--- config.mk ---
export PLATFORM = sky130hd
export DESIGN_NAME = pcm_monitor
export DESIGN_NICKNAME = d
export VERILOG_FILES = /design/src/include/pcm_pkg.sv /design/src/core/pcm_monitor.sv
export SDC_FILE = /design/constraint.sdc
export NUM_CORES = 2
export LEC_CHECK = 0
export BUFFER_PORTS_ARGS = -buffer_cell sky130_fd_sc_hd__buf_2
export CAP_MARGIN = 20
export CORE_ASPECT_RATIO = 0.9
export CORE_MARGIN = 8
export CORE_UTILIZATION = 45
export CTS_BUF_LIST = sky130_fd_sc_hd__clkbuf_8 sky130_fd_sc_hd__clkbuf_16
export DETAILED_ROUTE_END_ITERATION = 8
export SKIP_CTS_REPAIR_TIMING = 1
export SKIP_LAST_GASP = 1
export SLEW_MARGIN = 10
export SYNTH_ARGS = -nofsm -noshare
export SYNTH_HDL_FRONTEND = slang
export SYNTH_SLANG_ARGS = --single-unit
--- constraint.sdc ---
create_clock -name clk -period 8.4 [get_ports clk]
set_input_delay 0.84 -clock clk [delete_from_list [all_inputs] [get_ports clk]]
set_output_delay 0.84 -clock clk [all_outputs]
set_load 0.01 [all_outputs]
--- src/include/pcm_pkg.sv ---
package pcm_pkg;
    // ------------------------------------------------------------------
    // geometry
    // ------------------------------------------------------------------
    localparam int          NBLK     = 8;   // measurement blocks
    localparam int          NWORD    = 64;  // words in the attribute window
    localparam int          TIM_W    = 40;  // profile time counter
    localparam int          CNT_W    = 16;  // profile pass counter
    localparam int          SEC_W    = 32;  // section timer
    localparam int          CLK_NS   = 10;  // clock period in ns
    localparam logic [39:0] TIM_MAX  = 40'hFF_FFFF_FFFF;
    localparam logic [15:0] CNT_MAX  = 16'hFFFF;
    localparam logic [31:0] SEC_MAX  = 32'hFFFF_FFFF;

    // ------------------------------------------------------------------
    // tick intervals, ns, and cycles per tick
    // ------------------------------------------------------------------
    localparam int T10_NS   = 10;
    localparam int T20_NS   = 20;
    localparam int T40_NS   = 40;
    localparam int T80_NS   = 80;
    localparam int T160_NS  = 160;
    localparam int T1600_NS = 1600;
    localparam logic [7:0] T10_CYC   = 8'(T10_NS / CLK_NS);
    localparam logic [7:0] T20_CYC   = 8'(T20_NS / CLK_NS);
    localparam logic [7:0] T40_CYC   = 8'(T40_NS / CLK_NS);
    localparam logic [7:0] T80_CYC   = 8'(T80_NS / CLK_NS);
    localparam logic [7:0] T160_CYC  = 8'(T160_NS / CLK_NS);
    localparam logic [7:0] T1600_CYC = 8'(T1600_NS / CLK_NS);

    // ------------------------------------------------------------------
    // register word addresses and fields
    // ------------------------------------------------------------------
    localparam logic [7:0] A_CTRL   = 8'h00; // [2:0] tick, [3] task mode, [4] clear
    localparam logic [7:0] A_STAT   = 8'h01; // sticky events, write one to clear
    localparam logic [7:0] A_BRKM   = 8'h02; // events qualifying a break
    localparam logic [7:0] A_TRCM   = 8'h03; // events qualifying a trace point
    localparam logic [7:0] A_ALLOC  = 8'h04; // write task id; read [3] refused [2:0] block
    localparam logic [7:0] A_FREE   = 8'h05; // write block index to release
    localparam logic [7:0] A_SEL    = 8'h06; // block picked for readout
    localparam logic [7:0] A_TLO    = 8'h07; // snapshot time [31:0]
    localparam logic [7:0] A_THI    = 8'h08; // snapshot time [39:32]
    localparam logic [7:0] A_CNT    = 8'h09; // [15:0] count, [16] overflow
    localparam logic [7:0] A_SPLO   = 8'h0A; // stack lower bound
    localparam logic [7:0] A_SPHI   = 8'h0B; // stack upper bound
    localparam logic [7:0] A_SEC    = 8'h0C; // section timer
    localparam logic [7:0] A_ATTR   = 8'h0D; // [5:0] word, [10:8] attribute
    localparam logic [7:0] A_BASE   = 8'h0E; // window base word address
    localparam logic [7:0] A_TSTK   = 8'h10; // +block: {hi,lo} task stack
    localparam int         C_CLR    = 4;
    localparam int         C_MODE   = 3;

    // event bits
    localparam int EV_PROF  = 0;
    localparam int EV_PERF  = 1;
    localparam int EV_ACC   = 2;
    localparam int EV_UNINI = 3;
    localparam int EV_STACK = 4;
    localparam int EV_TRACE = 5;
    localparam int EV_TSTK  = 6;
    localparam int EV_DISP  = 7;

    typedef enum logic [2:0] {
        PCM_RW    = 3'b000,
        PCM_RO    = 3'b001,
        PCM_WO    = 3'b010,
        PCM_DIS   = 3'b011,
        PCM_OSONL = 3'b100
    } pcm_attr_t;
endpackage : pcm_pkg

--- src/core/pcm_monitor.sv ---
// Strobed register access and the register addresses were left to the implementer.
`timescale 1ns/1ps
module pcm_monitor
    import pcm_pkg::*;
(
    // clock and reset
    input  wire logic        clk,
    input  wire logic        resetn,
    // register port
    input  wire logic [7:0]  reg_addr,
    input  wire logic [31:0] reg_wdata,
    input  wire logic        reg_wr,
    input  wire logic        reg_rd,
    output logic      [31:0] reg_rdata,
    // target execution
    input  wire logic        task_valid,
    input  wire logic [7:0]  cur_task,
    input  wire logic        fn_active,
    input  wire logic [2:0]  fn_block,
    input  wire logic        fn_entry,
    input  wire logic        sec_start,
    input  wire logic        sec_run,
    input  wire logic        brk_stop,
    // target bus and stack
    input  wire logic        tb_valid,
    input  wire logic        tb_write,
    input  wire logic        tb_os,
    input  wire logic [15:0] tb_addr,
    input  wire logic        sp_valid,
    input  wire logic [15:0] sp,
    input  wire logic        trace_full,
    // event qualifiers
    output logic             brk_req,
    output logic             trc_req,
    output logic      [7:0]  evt_status
);

    // ------------------------------------------------------------------
    // state
    // ------------------------------------------------------------------
    typedef struct packed {
        logic [2:0]                tick_sel;
        logic                      task_mode;
        logic [7:0]                tick_cnt;
        logic [7:0]                status;
        logic [7:0]                brk_mask;
        logic [7:0]                trc_mask;
        logic [NBLK-1:0]           used;
        logic [NBLK-1:0][7:0]      owner;
        logic [NBLK-1:0][TIM_W-1:0] tim;
        logic [NBLK-1:0][CNT_W-1:0] cnt;
        logic [NBLK-1:0]           ovf;
        logic [NBLK-1:0][TIM_W-1:0] tim_snap;
        logic [NBLK-1:0][CNT_W-1:0] cnt_snap;
        logic [NBLK-1:0]           ovf_snap;
        logic                      refused;
        logic [2:0]                last_blk;
        logic [2:0]                sel;
        logic [15:0]               sp_lo;
        logic [15:0]               sp_hi;
        logic [NBLK-1:0][31:0]     tstk;
        logic [SEC_W-1:0]          sec_time;
        logic [15:0]               base;
        logic [NWORD-1:0][2:0]     attr;
        logic [NWORD-1:0]          written;
        logic [7:0]                prev_task;
        logic                      task_seen;
        logic [31:0]               rdata;
        logic                      brk_req;
        logic                      trc_req;
    } pcm_state_t;

    pcm_state_t r;
    pcm_state_t next_r;

    // ------------------------------------------------------------------
    // helpers
    // ------------------------------------------------------------------
    // block owning a task id, {hit, index}
    function automatic logic [3:0] pcm_find(input logic [7:0] id,
                                            input logic [NBLK-1:0] used,
                                            input logic [NBLK-1:0][7:0] owner);
        logic [3:0] res;
        res = 4'h0;
        for (int i = NBLK - 1; i >= 0; i--) begin
            if (used[i] && owner[i] == id) begin
                res = {1'b1, 3'(i)};
            end
        end
        return res;
    endfunction : pcm_find

    // cycles per tick for each selection
    function automatic logic [7:0] pcm_div(input logic [2:0] sel);
        case (sel)
            3'h0:    return T10_CYC;
            3'h1:    return T20_CYC;
            3'h2:    return T40_CYC;
            3'h3:    return T80_CYC;
            3'h4:    return T160_CYC;
            3'h5:    return T1600_CYC;
            default: return T10_CYC;
        endcase
    endfunction : pcm_div

    // ------------------------------------------------------------------
    // decode of the current cycle
    // ------------------------------------------------------------------
    logic [3:0]  task_hit;
    logic        act;
    logic [2:0]  act_idx;
    logic        entry;
    logic        tick;
    logic        clr_now;
    logic        ctrl_wr;
    logic [15:0] woff;
    logic        in_win;
    logic [5:0]  widx;
    logic [2:0]  wattr;
    logic        ro_write;
    logic        disp;
    logic [7:0]  ev;

    // active block and entry per mode
    always_comb begin
        task_hit = pcm_find(cur_task, r.used, r.owner);
        disp     = task_valid && r.task_seen && cur_task != r.prev_task;
        if (r.task_mode) begin
            act     = task_valid && task_hit[3];
            act_idx = task_hit[2:0];
            entry   = disp && task_hit[3];
        end else begin
            act     = fn_active;
            act_idx = fn_block;
            entry   = fn_entry;
        end
        ctrl_wr  = reg_wr && reg_addr == A_CTRL;
        clr_now  = ctrl_wr && (reg_wdata[C_CLR] || reg_wdata[2:0] != r.tick_sel);
        tick     = r.tick_cnt == pcm_div(r.tick_sel) - 8'h01;
        woff     = tb_addr - r.base;
        in_win   = woff < 16'(NWORD);
        widx     = woff[5:0];
        wattr    = r.attr[widx];
        ro_write = tb_valid && tb_write && in_win && wattr == PCM_RO;
    end

    // event detection, one cycle pulses
    always_comb begin
        ev = 8'h00;
        ev[EV_PROF]  = (act && tick && r.tim[act_idx] == TIM_MAX)
                     || (entry && r.cnt[act_idx] == CNT_MAX);
        ev[EV_PERF]  = sec_run && r.sec_time == SEC_MAX;
        if (tb_valid && in_win) begin
            case (wattr)
                PCM_RO:    ev[EV_ACC] = tb_write;
                PCM_WO:    ev[EV_ACC] = !tb_write;
                PCM_DIS:   ev[EV_ACC] = 1'b1;
                PCM_OSONL: ev[EV_ACC] = !tb_os;
                default:   ev[EV_ACC] = 1'b0;
            endcase
            ev[EV_UNINI] = !tb_write && !r.written[widx];
        end
        ev[EV_STACK] = sp_valid && (sp < r.sp_lo || sp > r.sp_hi);
        ev[EV_TRACE] = trace_full;
        for (int j = 0; j < NBLK; j++) begin
            if (tb_valid && tb_write && task_valid && r.used[j]
                && r.owner[j] != cur_task
                && tb_addr >= r.tstk[j][15:0] && tb_addr <= r.tstk[j][31:16]) begin
                ev[EV_TSTK] = 1'b1;
            end
        end
        ev[EV_DISP]  = disp;
    end

    // ------------------------------------------------------------------
    // next state
    // ------------------------------------------------------------------
    always_comb begin
        next_r = r;
        // prescaler free runs; entries are not aligned to it, so an entry
        // may gain or lose up to a tick at each end
        next_r.tick_cnt = tick ? 8'h00 : r.tick_cnt + 8'h01;
        // profile counters run beside the target, never holding it
        if (act && tick) begin
            if (r.tim[act_idx] == TIM_MAX) begin
                next_r.ovf[act_idx] = 1'b1;
            end else begin
                next_r.tim[act_idx] = r.tim[act_idx] + 40'h1;
            end
        end
        if (entry) begin
            if (r.cnt[act_idx] == CNT_MAX) begin
                next_r.ovf[act_idx] = 1'b1;
            end else begin
                next_r.cnt[act_idx] = r.cnt[act_idx] + 16'h1;
            end
        end
        // section timer
        if (sec_start) begin
            next_r.sec_time = '0;
        end else if (sec_run && r.sec_time != SEC_MAX) begin
            next_r.sec_time = r.sec_time + 32'h1;
        end
        // memory written marks
        if (tb_valid && tb_write && in_win) begin
            next_r.written[widx] = 1'b1;
        end
        if (task_valid) begin
            next_r.prev_task = cur_task;
            next_r.task_seen = 1'b1;
        end
        // host view refreshed when the target stops, and zeroed by a clear or a new tick interval
        if (brk_stop) begin
            next_r.tim_snap = r.tim;
            next_r.cnt_snap = r.cnt;
            next_r.ovf_snap = r.ovf;
        end
        // register writes
        next_r.refused = r.refused;
        if (reg_wr) begin
            case (reg_addr)
                A_CTRL: begin
                    next_r.tick_sel  = reg_wdata[2:0];
                    next_r.task_mode = reg_wdata[C_MODE];
                end
                A_BRKM:  next_r.brk_mask = reg_wdata[7:0];
                A_TRCM:  next_r.trc_mask = reg_wdata[7:0];
                A_ALLOC: begin
                    if (&r.used) begin
                        next_r.refused = 1'b1;
                    end else begin
                        next_r.refused = 1'b0;
                        for (int i = NBLK - 1; i >= 0; i--) begin
                            if (!r.used[i]) begin
                                next_r.last_blk = 3'(i);
                            end
                        end
                        next_r.used[next_r.last_blk]  = 1'b1;
                        next_r.owner[next_r.last_blk] = reg_wdata[7:0];
                    end
                end
                A_FREE:  next_r.used[reg_wdata[2:0]] = 1'b0;
                A_SEL:   next_r.sel = reg_wdata[2:0];
                A_SPLO:  next_r.sp_lo = reg_wdata[15:0];
                A_SPHI:  next_r.sp_hi = reg_wdata[15:0];
                A_ATTR:  next_r.attr[reg_wdata[5:0]] = reg_wdata[10:8];
                A_BASE: begin
                    next_r.base    = reg_wdata[15:0];
                    next_r.written = '0;
                end
                default: begin
                    if (reg_addr[7:3] == A_TSTK[7:3]) begin
                        next_r.tstk[reg_addr[2:0]] = reg_wdata;
                    end
                end
            endcase
        end
        // clear command or new tick interval wipes every profile result; the section timer keeps counting
        if (clr_now) begin
            next_r.tim      = '0;
            next_r.cnt      = '0;
            next_r.ovf      = '0;
            next_r.tim_snap = '0;
            next_r.cnt_snap = '0;
            next_r.ovf_snap = '0;
            next_r.tick_cnt = 8'h00;
        end
        // sticky status: a new event beats the clear in the same cycle
        next_r.status = r.status & ~((reg_wr && reg_addr == A_STAT) ? reg_wdata[7:0] : 8'h00);
        next_r.status = next_r.status | ev;
        next_r.brk_req = |(ev & r.brk_mask);
        next_r.trc_req = |(ev & r.trc_mask);
        // read data, valid in the cycle after the strobe only
        next_r.rdata = 32'h0;
        if (reg_rd) begin
            case (reg_addr)
                A_CTRL:  next_r.rdata = {28'h0, r.task_mode, r.tick_sel};
                A_STAT:  next_r.rdata = {24'h0, r.status};
                A_BRKM:  next_r.rdata = {24'h0, r.brk_mask};
                A_TRCM:  next_r.rdata = {24'h0, r.trc_mask};
                A_ALLOC: next_r.rdata = {20'h0, r.used, r.refused, r.last_blk};
                A_SEL:   next_r.rdata = {29'h0, r.sel};
                A_TLO:   next_r.rdata = r.tim_snap[r.sel][31:0];
                A_THI:   next_r.rdata = {24'h0, r.tim_snap[r.sel][39:32]};
                A_CNT:   next_r.rdata = {15'h0, r.ovf_snap[r.sel], r.cnt_snap[r.sel]};
                A_SPLO:  next_r.rdata = {16'h0, r.sp_lo};
                A_SPHI:  next_r.rdata = {16'h0, r.sp_hi};
                A_SEC:   next_r.rdata = r.sec_time;
                A_BASE:  next_r.rdata = {16'h0, r.base};
                default: begin
                    if (reg_addr[7:3] == A_TSTK[7:3]) begin
                        next_r.rdata = r.tstk[reg_addr[2:0]];
                    end
                end
            endcase
        end
    end

    // ------------------------------------------------------------------
    // state register
    // ------------------------------------------------------------------
    always_ff @(posedge clk or negedge resetn) begin
        if (!resetn) begin
            r       <= '0;
            r.sp_hi <= 16'hFFFF; // stack check open until configured
        end else begin
            r <= next_r;
        end
    end

    assign reg_rdata  = r.rdata;
    assign brk_req    = r.brk_req;
    assign trc_req    = r.trc_req;
    assign evt_status = r.status;
endmodule : pcm_monitor

== Yosys cells after proc, flatten, opt, wreduce, memory -nomap -nowiden ==
Index checks and enable logic that the tools add are counted.
Storage, ports and cells
  input bits: 98
  bits in registers: 1662
  memories kept: 0
  bits in latches: 0
  bits in writable memories: 0
  output and inout bits: 42
  ROM bits: 0
Cells by class
  reductions and logical operators: 94
  mux-type cells: 95
  bitwise operators: 13
  add/sub/neg operators: 6
  shift operators: 0
  $mul: 0
  order comparisons: 32
  eq/ne operators: 50
  div/mod/pow operators: 0
Operator list (number)
  $mux W912: 1
  $mux W320: 2
  $mux W456: 1
  $pmux W32 S13: 1
  $bwmux W320: 1
  $bwmux W256: 1
  $bmux W40 S3: 2
  $bwmux W192: 1
  $mux W32: 6
  $mux W64: 3
  $mux W136: 1
  $bwmux W128: 1
  $ge A16 B16 Y1: 8
  $le A16 B16 Y1: 8
  $mux W128: 1
  $demux W40 S3: 1
  $mux W40: 3
  $bmux W16 S3: 2
  $bmux W32 S3: 1
  $demux W32 S3: 1
  $eq A8 B8 Y1: 9
  $mux W72: 1
  $ne A8 B8 Y1: 9
  $bwmux W64: 1
  59 further kinds: 224

== Depth between registers and ports, before layout ==
  depth after elaboration: 22
  depth in mapped cells: 25

== Least setup slack after synthesis ==
No wires, ideal clock.
  path type: input to register
  start: input port cur_task[0]
  end: register r[1453] (netlist bit)
  cell stages on the path: 22
  arrival: 5223 ps
  library setup time: 132 ps
  path slack: 3045 ps
  required time: 8268 ps
  cells stage by stage: buf_4 > xor2_1 > nor4_2 > nand3_1 > and4_1 > buf_6 > o31ai_4 > buf_6 > buf_6 > mux2i_1 > o2bb2ai_1 > a221oi_2 > inv_1 > ha_1 > nor3b_2 > nand4b_1 > nor4_4 > buf_6 > nor4_2 > buf_2 > mux2i_1 > nor2_1
Between the ends
  longest elaborated chain between the ends: 19
Ends and longest elaborated chain
  start, declared: line pcm_monitor.sv:17  | input wire logic [7:0] cur_task,
  $eq A8 B8 Y1: line pcm_monitor.sv:86  | if (used[i] && owner[i] == id) begin
  $logic_and A1 B1 Y1: line pcm_monitor.sv:86
  $mux W4 (7 in a row): line pcm_monitor.sv:86
  $mux W4 *: line pcm_monitor.sv:86
  branches (longest 9 deep; another with $add A40 B1 Y40)
  end signal, assigned: line pcm_monitor.sv:307  | r <= next_r;
  end, declared: line pcm_monitor.sv:73  | pcm_state_t r;
Every way passes the cells marked *. The select of a mux whose other input is x is not followed.
A chain may end at the register's enable or synchronous reset.

== Worst setup path after layout ==
  start: register r[1587] (netlist bit)
  end: register r[1132] (netlist bit)
Between the ends
  longest elaborated chain between the ends: 16
Ends and longest elaborated chain (line)
  $eq A8 B8 Y1 *: pcm_monitor.sv:86
  $logic_and A1 B1 Y1 *: pcm_monitor.sv:86
  $mux W4 * (5 in a row): pcm_monitor.sv:86
  branches (longest 9 deep; another with $add A16 B1 Y16)
Marks and branches as above.

==> run summary <==
Status = complete, but fails checks
Violated checks = negative hold slack
Post-Place Cells = 10300
Placeable Area = 193000 um^2
Die ar. = 207000 um^2
Die Y = 433 um
Row cnt = 153
Total wire length = 286000 um
Power Density = 242 nW/um^2
Synth cell types = 97
Register Area = 41600 um^2
Finish-stage setup viols = 0
Vias/cell = 6.14
Drt pass-1 iters = 9
Initial antenna violation count = 19
Slew @ Worst Pin = 1.32 ns
H-tree levels = 4
Syn_area_per_cell = 10.8 um^2
Critical path launch point type = flip-flop
Layout cell share with drive strength beyond 1 = 0.185
Setup TNS = 0 ns
Synth Warn # = 0
Static Leak = 0.0439 uW
Fin crit period = 7.16 ns
Post-synth top flop = dfrtp_1
Crit share post-route = 0.853
DRT iter0 DRCs = 7511
Clock tree root buffer cell = clkbuf_16
Worst-path maximum fanout = 18
Vias in the first global route = 64800
Fmax = 140 MHz
DP HPWL = 188000 um
Mapped Cells = 8028
Worst skew pair latency = 0.86 ns
Critical path arrival = 7.85 ns
Mapped Area = 86800 um^2
# fillers = 17400
Syn Nets = 8433
Met3 WL post-DR = 23400 um
CTS buffer count = 178
Remaining Overflow, GRT = 0
WL met2 = 127000 um
Routed vias = 65400
Layout area overhead = 10.5%
Metal1 wirelength = 124000 um
Die X = 479 um
HP Class = in -> async
Max-slew violations = 0
Placed cell area = 89900 um^2
Required @ worst endpoint = 9.08 ns
RePlAce Congestion = 0.928
Largest net degree at the start of global routing = 185
Highest metal used = met5
Slew headroom = 0.119
Min Hold Slack = -0.00248 ns
Final nets = 8352
Post-synth EDFFs = 0
Setup CP Type = reg -> reg
FF+latch count, synth = 1662
Worst clock skew = 0.0554 ns
Reg clk slew, reported paths = 0.06 ns
Fin. Hold Viols = 2
Avg WL per Cell = 26.8 um
Maximum capacitance violations = 0
Crit end category = flip-flop
Ports = 140
Sinks on Clock Net = 1662
CTS tree = yes
RSZ-0062 raised after global routing = false
Worst VDD drop = 0.244 mV
IO Port Bufs = 139
DRC viols = 0
Asr flop ratio synth = 1.00
Post-Layout Cell Count = 10700
Layout Utilization = 0.498
Starting density of the core = 0.451
Clock Path Buffers = 3
Post-route ant nets = 0
Final Cell Area = 96000 um^2
Multi-input gate area = 41600 um^2
First-pass GRT wire length = 429000 um
GRT Resource Usage Total = 0.269
Seq/Total Area, Yosys = 0.479
cells in the final DEF (no fill, tap or decap), drive strengths merged, types with 113 or more instances in the layout:
cell type and count:
dfrtp 1646, nand2 773, nor2 745, mux2i 619, mux2 588, a21oi 431
o21ai 382, inv 374, ha 306, buf 303, clkbuf 225, mux4 193
nand3 159, xor2 113
cell families (layout without fill, tap and decap cells):
kind of cell	Yosys count	count (layout)	synth area share
buffers and inverters	894	956	0.0441
AOI/OAI and AO/OA	1500	1500	0.110
xor gates and xnor gates	168	168	0.0171
other	0	10	0
muxes	1400	1400	0.198
and+or+nand+nor	2097	2097	0.108
adders and majority gates	307	307	0.0443
DFF	1662	1662	0.479
registers in the layout, summed over array words and instances, names as in the netlist:
register / count
r: 1620
reg_rdata: 32
evt_status: 8
brk_req: 1
trc_req: 1
per-layer routing:
metal  vias to the layer above  global-route usage
met2                      2815               0.412
li1                      28500                   -
met3                       573              0.0543
met5                         -                   0
met4                         8               0.103
met1                     33500               0.379
per-stage QoR:
step / total power [uW] / hold slack (ns) / setup WS (ns)
after floorplan: 13500 / 0.432 / 3.04
after global placement: 15100 / 0.449 / 0.963
after detailed placement: 15200 / 0.453 / 0.888
after CTS: 23300 / 0.0247 / 1.50
after global routing: 24300 / 0.0371 / 1.10
final: 23200 / -0.00248 / 1.24
critical path, cell delays in order (launching register included):
cell	delay, ns
dfrtp_1	0.42
xor2_1	0.17
nor4_2	0.52
nand3_1	0.23
and4_1	0.39
o31ai_4	0.83
nor2_2	0.42
a221o_1	0.45
a211oi_1	0.75
inv_1	0.35
ha_1	0.31
o21ai_0	0.27
nor4_1	0.15
and3_2	0.27
nand4_4	0.24
nand3_1	0.76
nand3_1	0.31
o21ai_0	0.12
cells in the mapped netlist (111+ instances only):
master | n | area share
a21oi_1 | 430 | 0.025
clkbuf_1 | 363 | 0.016
dfrtp_1 | 1646 | 0.47
ha_1 | 306 | 0.044
inv_1 | 329 | 0.014
mux2_2 | 588 | 0.076
mux2i_1 | 619 | 0.071
mux4_2 | 193 | 0.050
nand2_1 | 772 | 0.033
nand3_1 | 157 | 0.0090
nor2_1 | 745 | 0.032
o21ai_0 | 359 | 0.021
xor2_1 | 111 | 0.011
path summary, 6_finish.rpt:
path / to / slack [ns] / startpoint / cells past startpoint
hold / removal: r[132] / -0.002 / resetn / 1
setup reg to reg: r[1132] / 1.24 / r[1587] / 17
max in group asynchronous: r[1064] / 6.19 / resetn / 3
hold reg to reg: r[34] / 0.47 / r[34] / 1
setup / recovery: r[1132] / 1.24 / r[1587] / 17
min in group clk: r[494] / 0.34 / reg_wdata[19] / 2
power by group:
group          switching, uW  internal (uW)  total, uW
clock                   3480           4550       8040
combinational           2480           1830       4310
sequential              1300           9600      10900
final cells by class:
type | instances | area share
clock inverters | 98 | 0.00951
well taps | 2557 | 0.0333
repair buffers | 303 | 0.0235
diodes | 10 | 0.000261
multi-input cells | 5472 | 0.434
flip-flops and latches | 1662 | 0.434
inverters | 330 | 0.0129
clock buffers | 225 | 0.0531
Power figures use the tool's default switching activity.
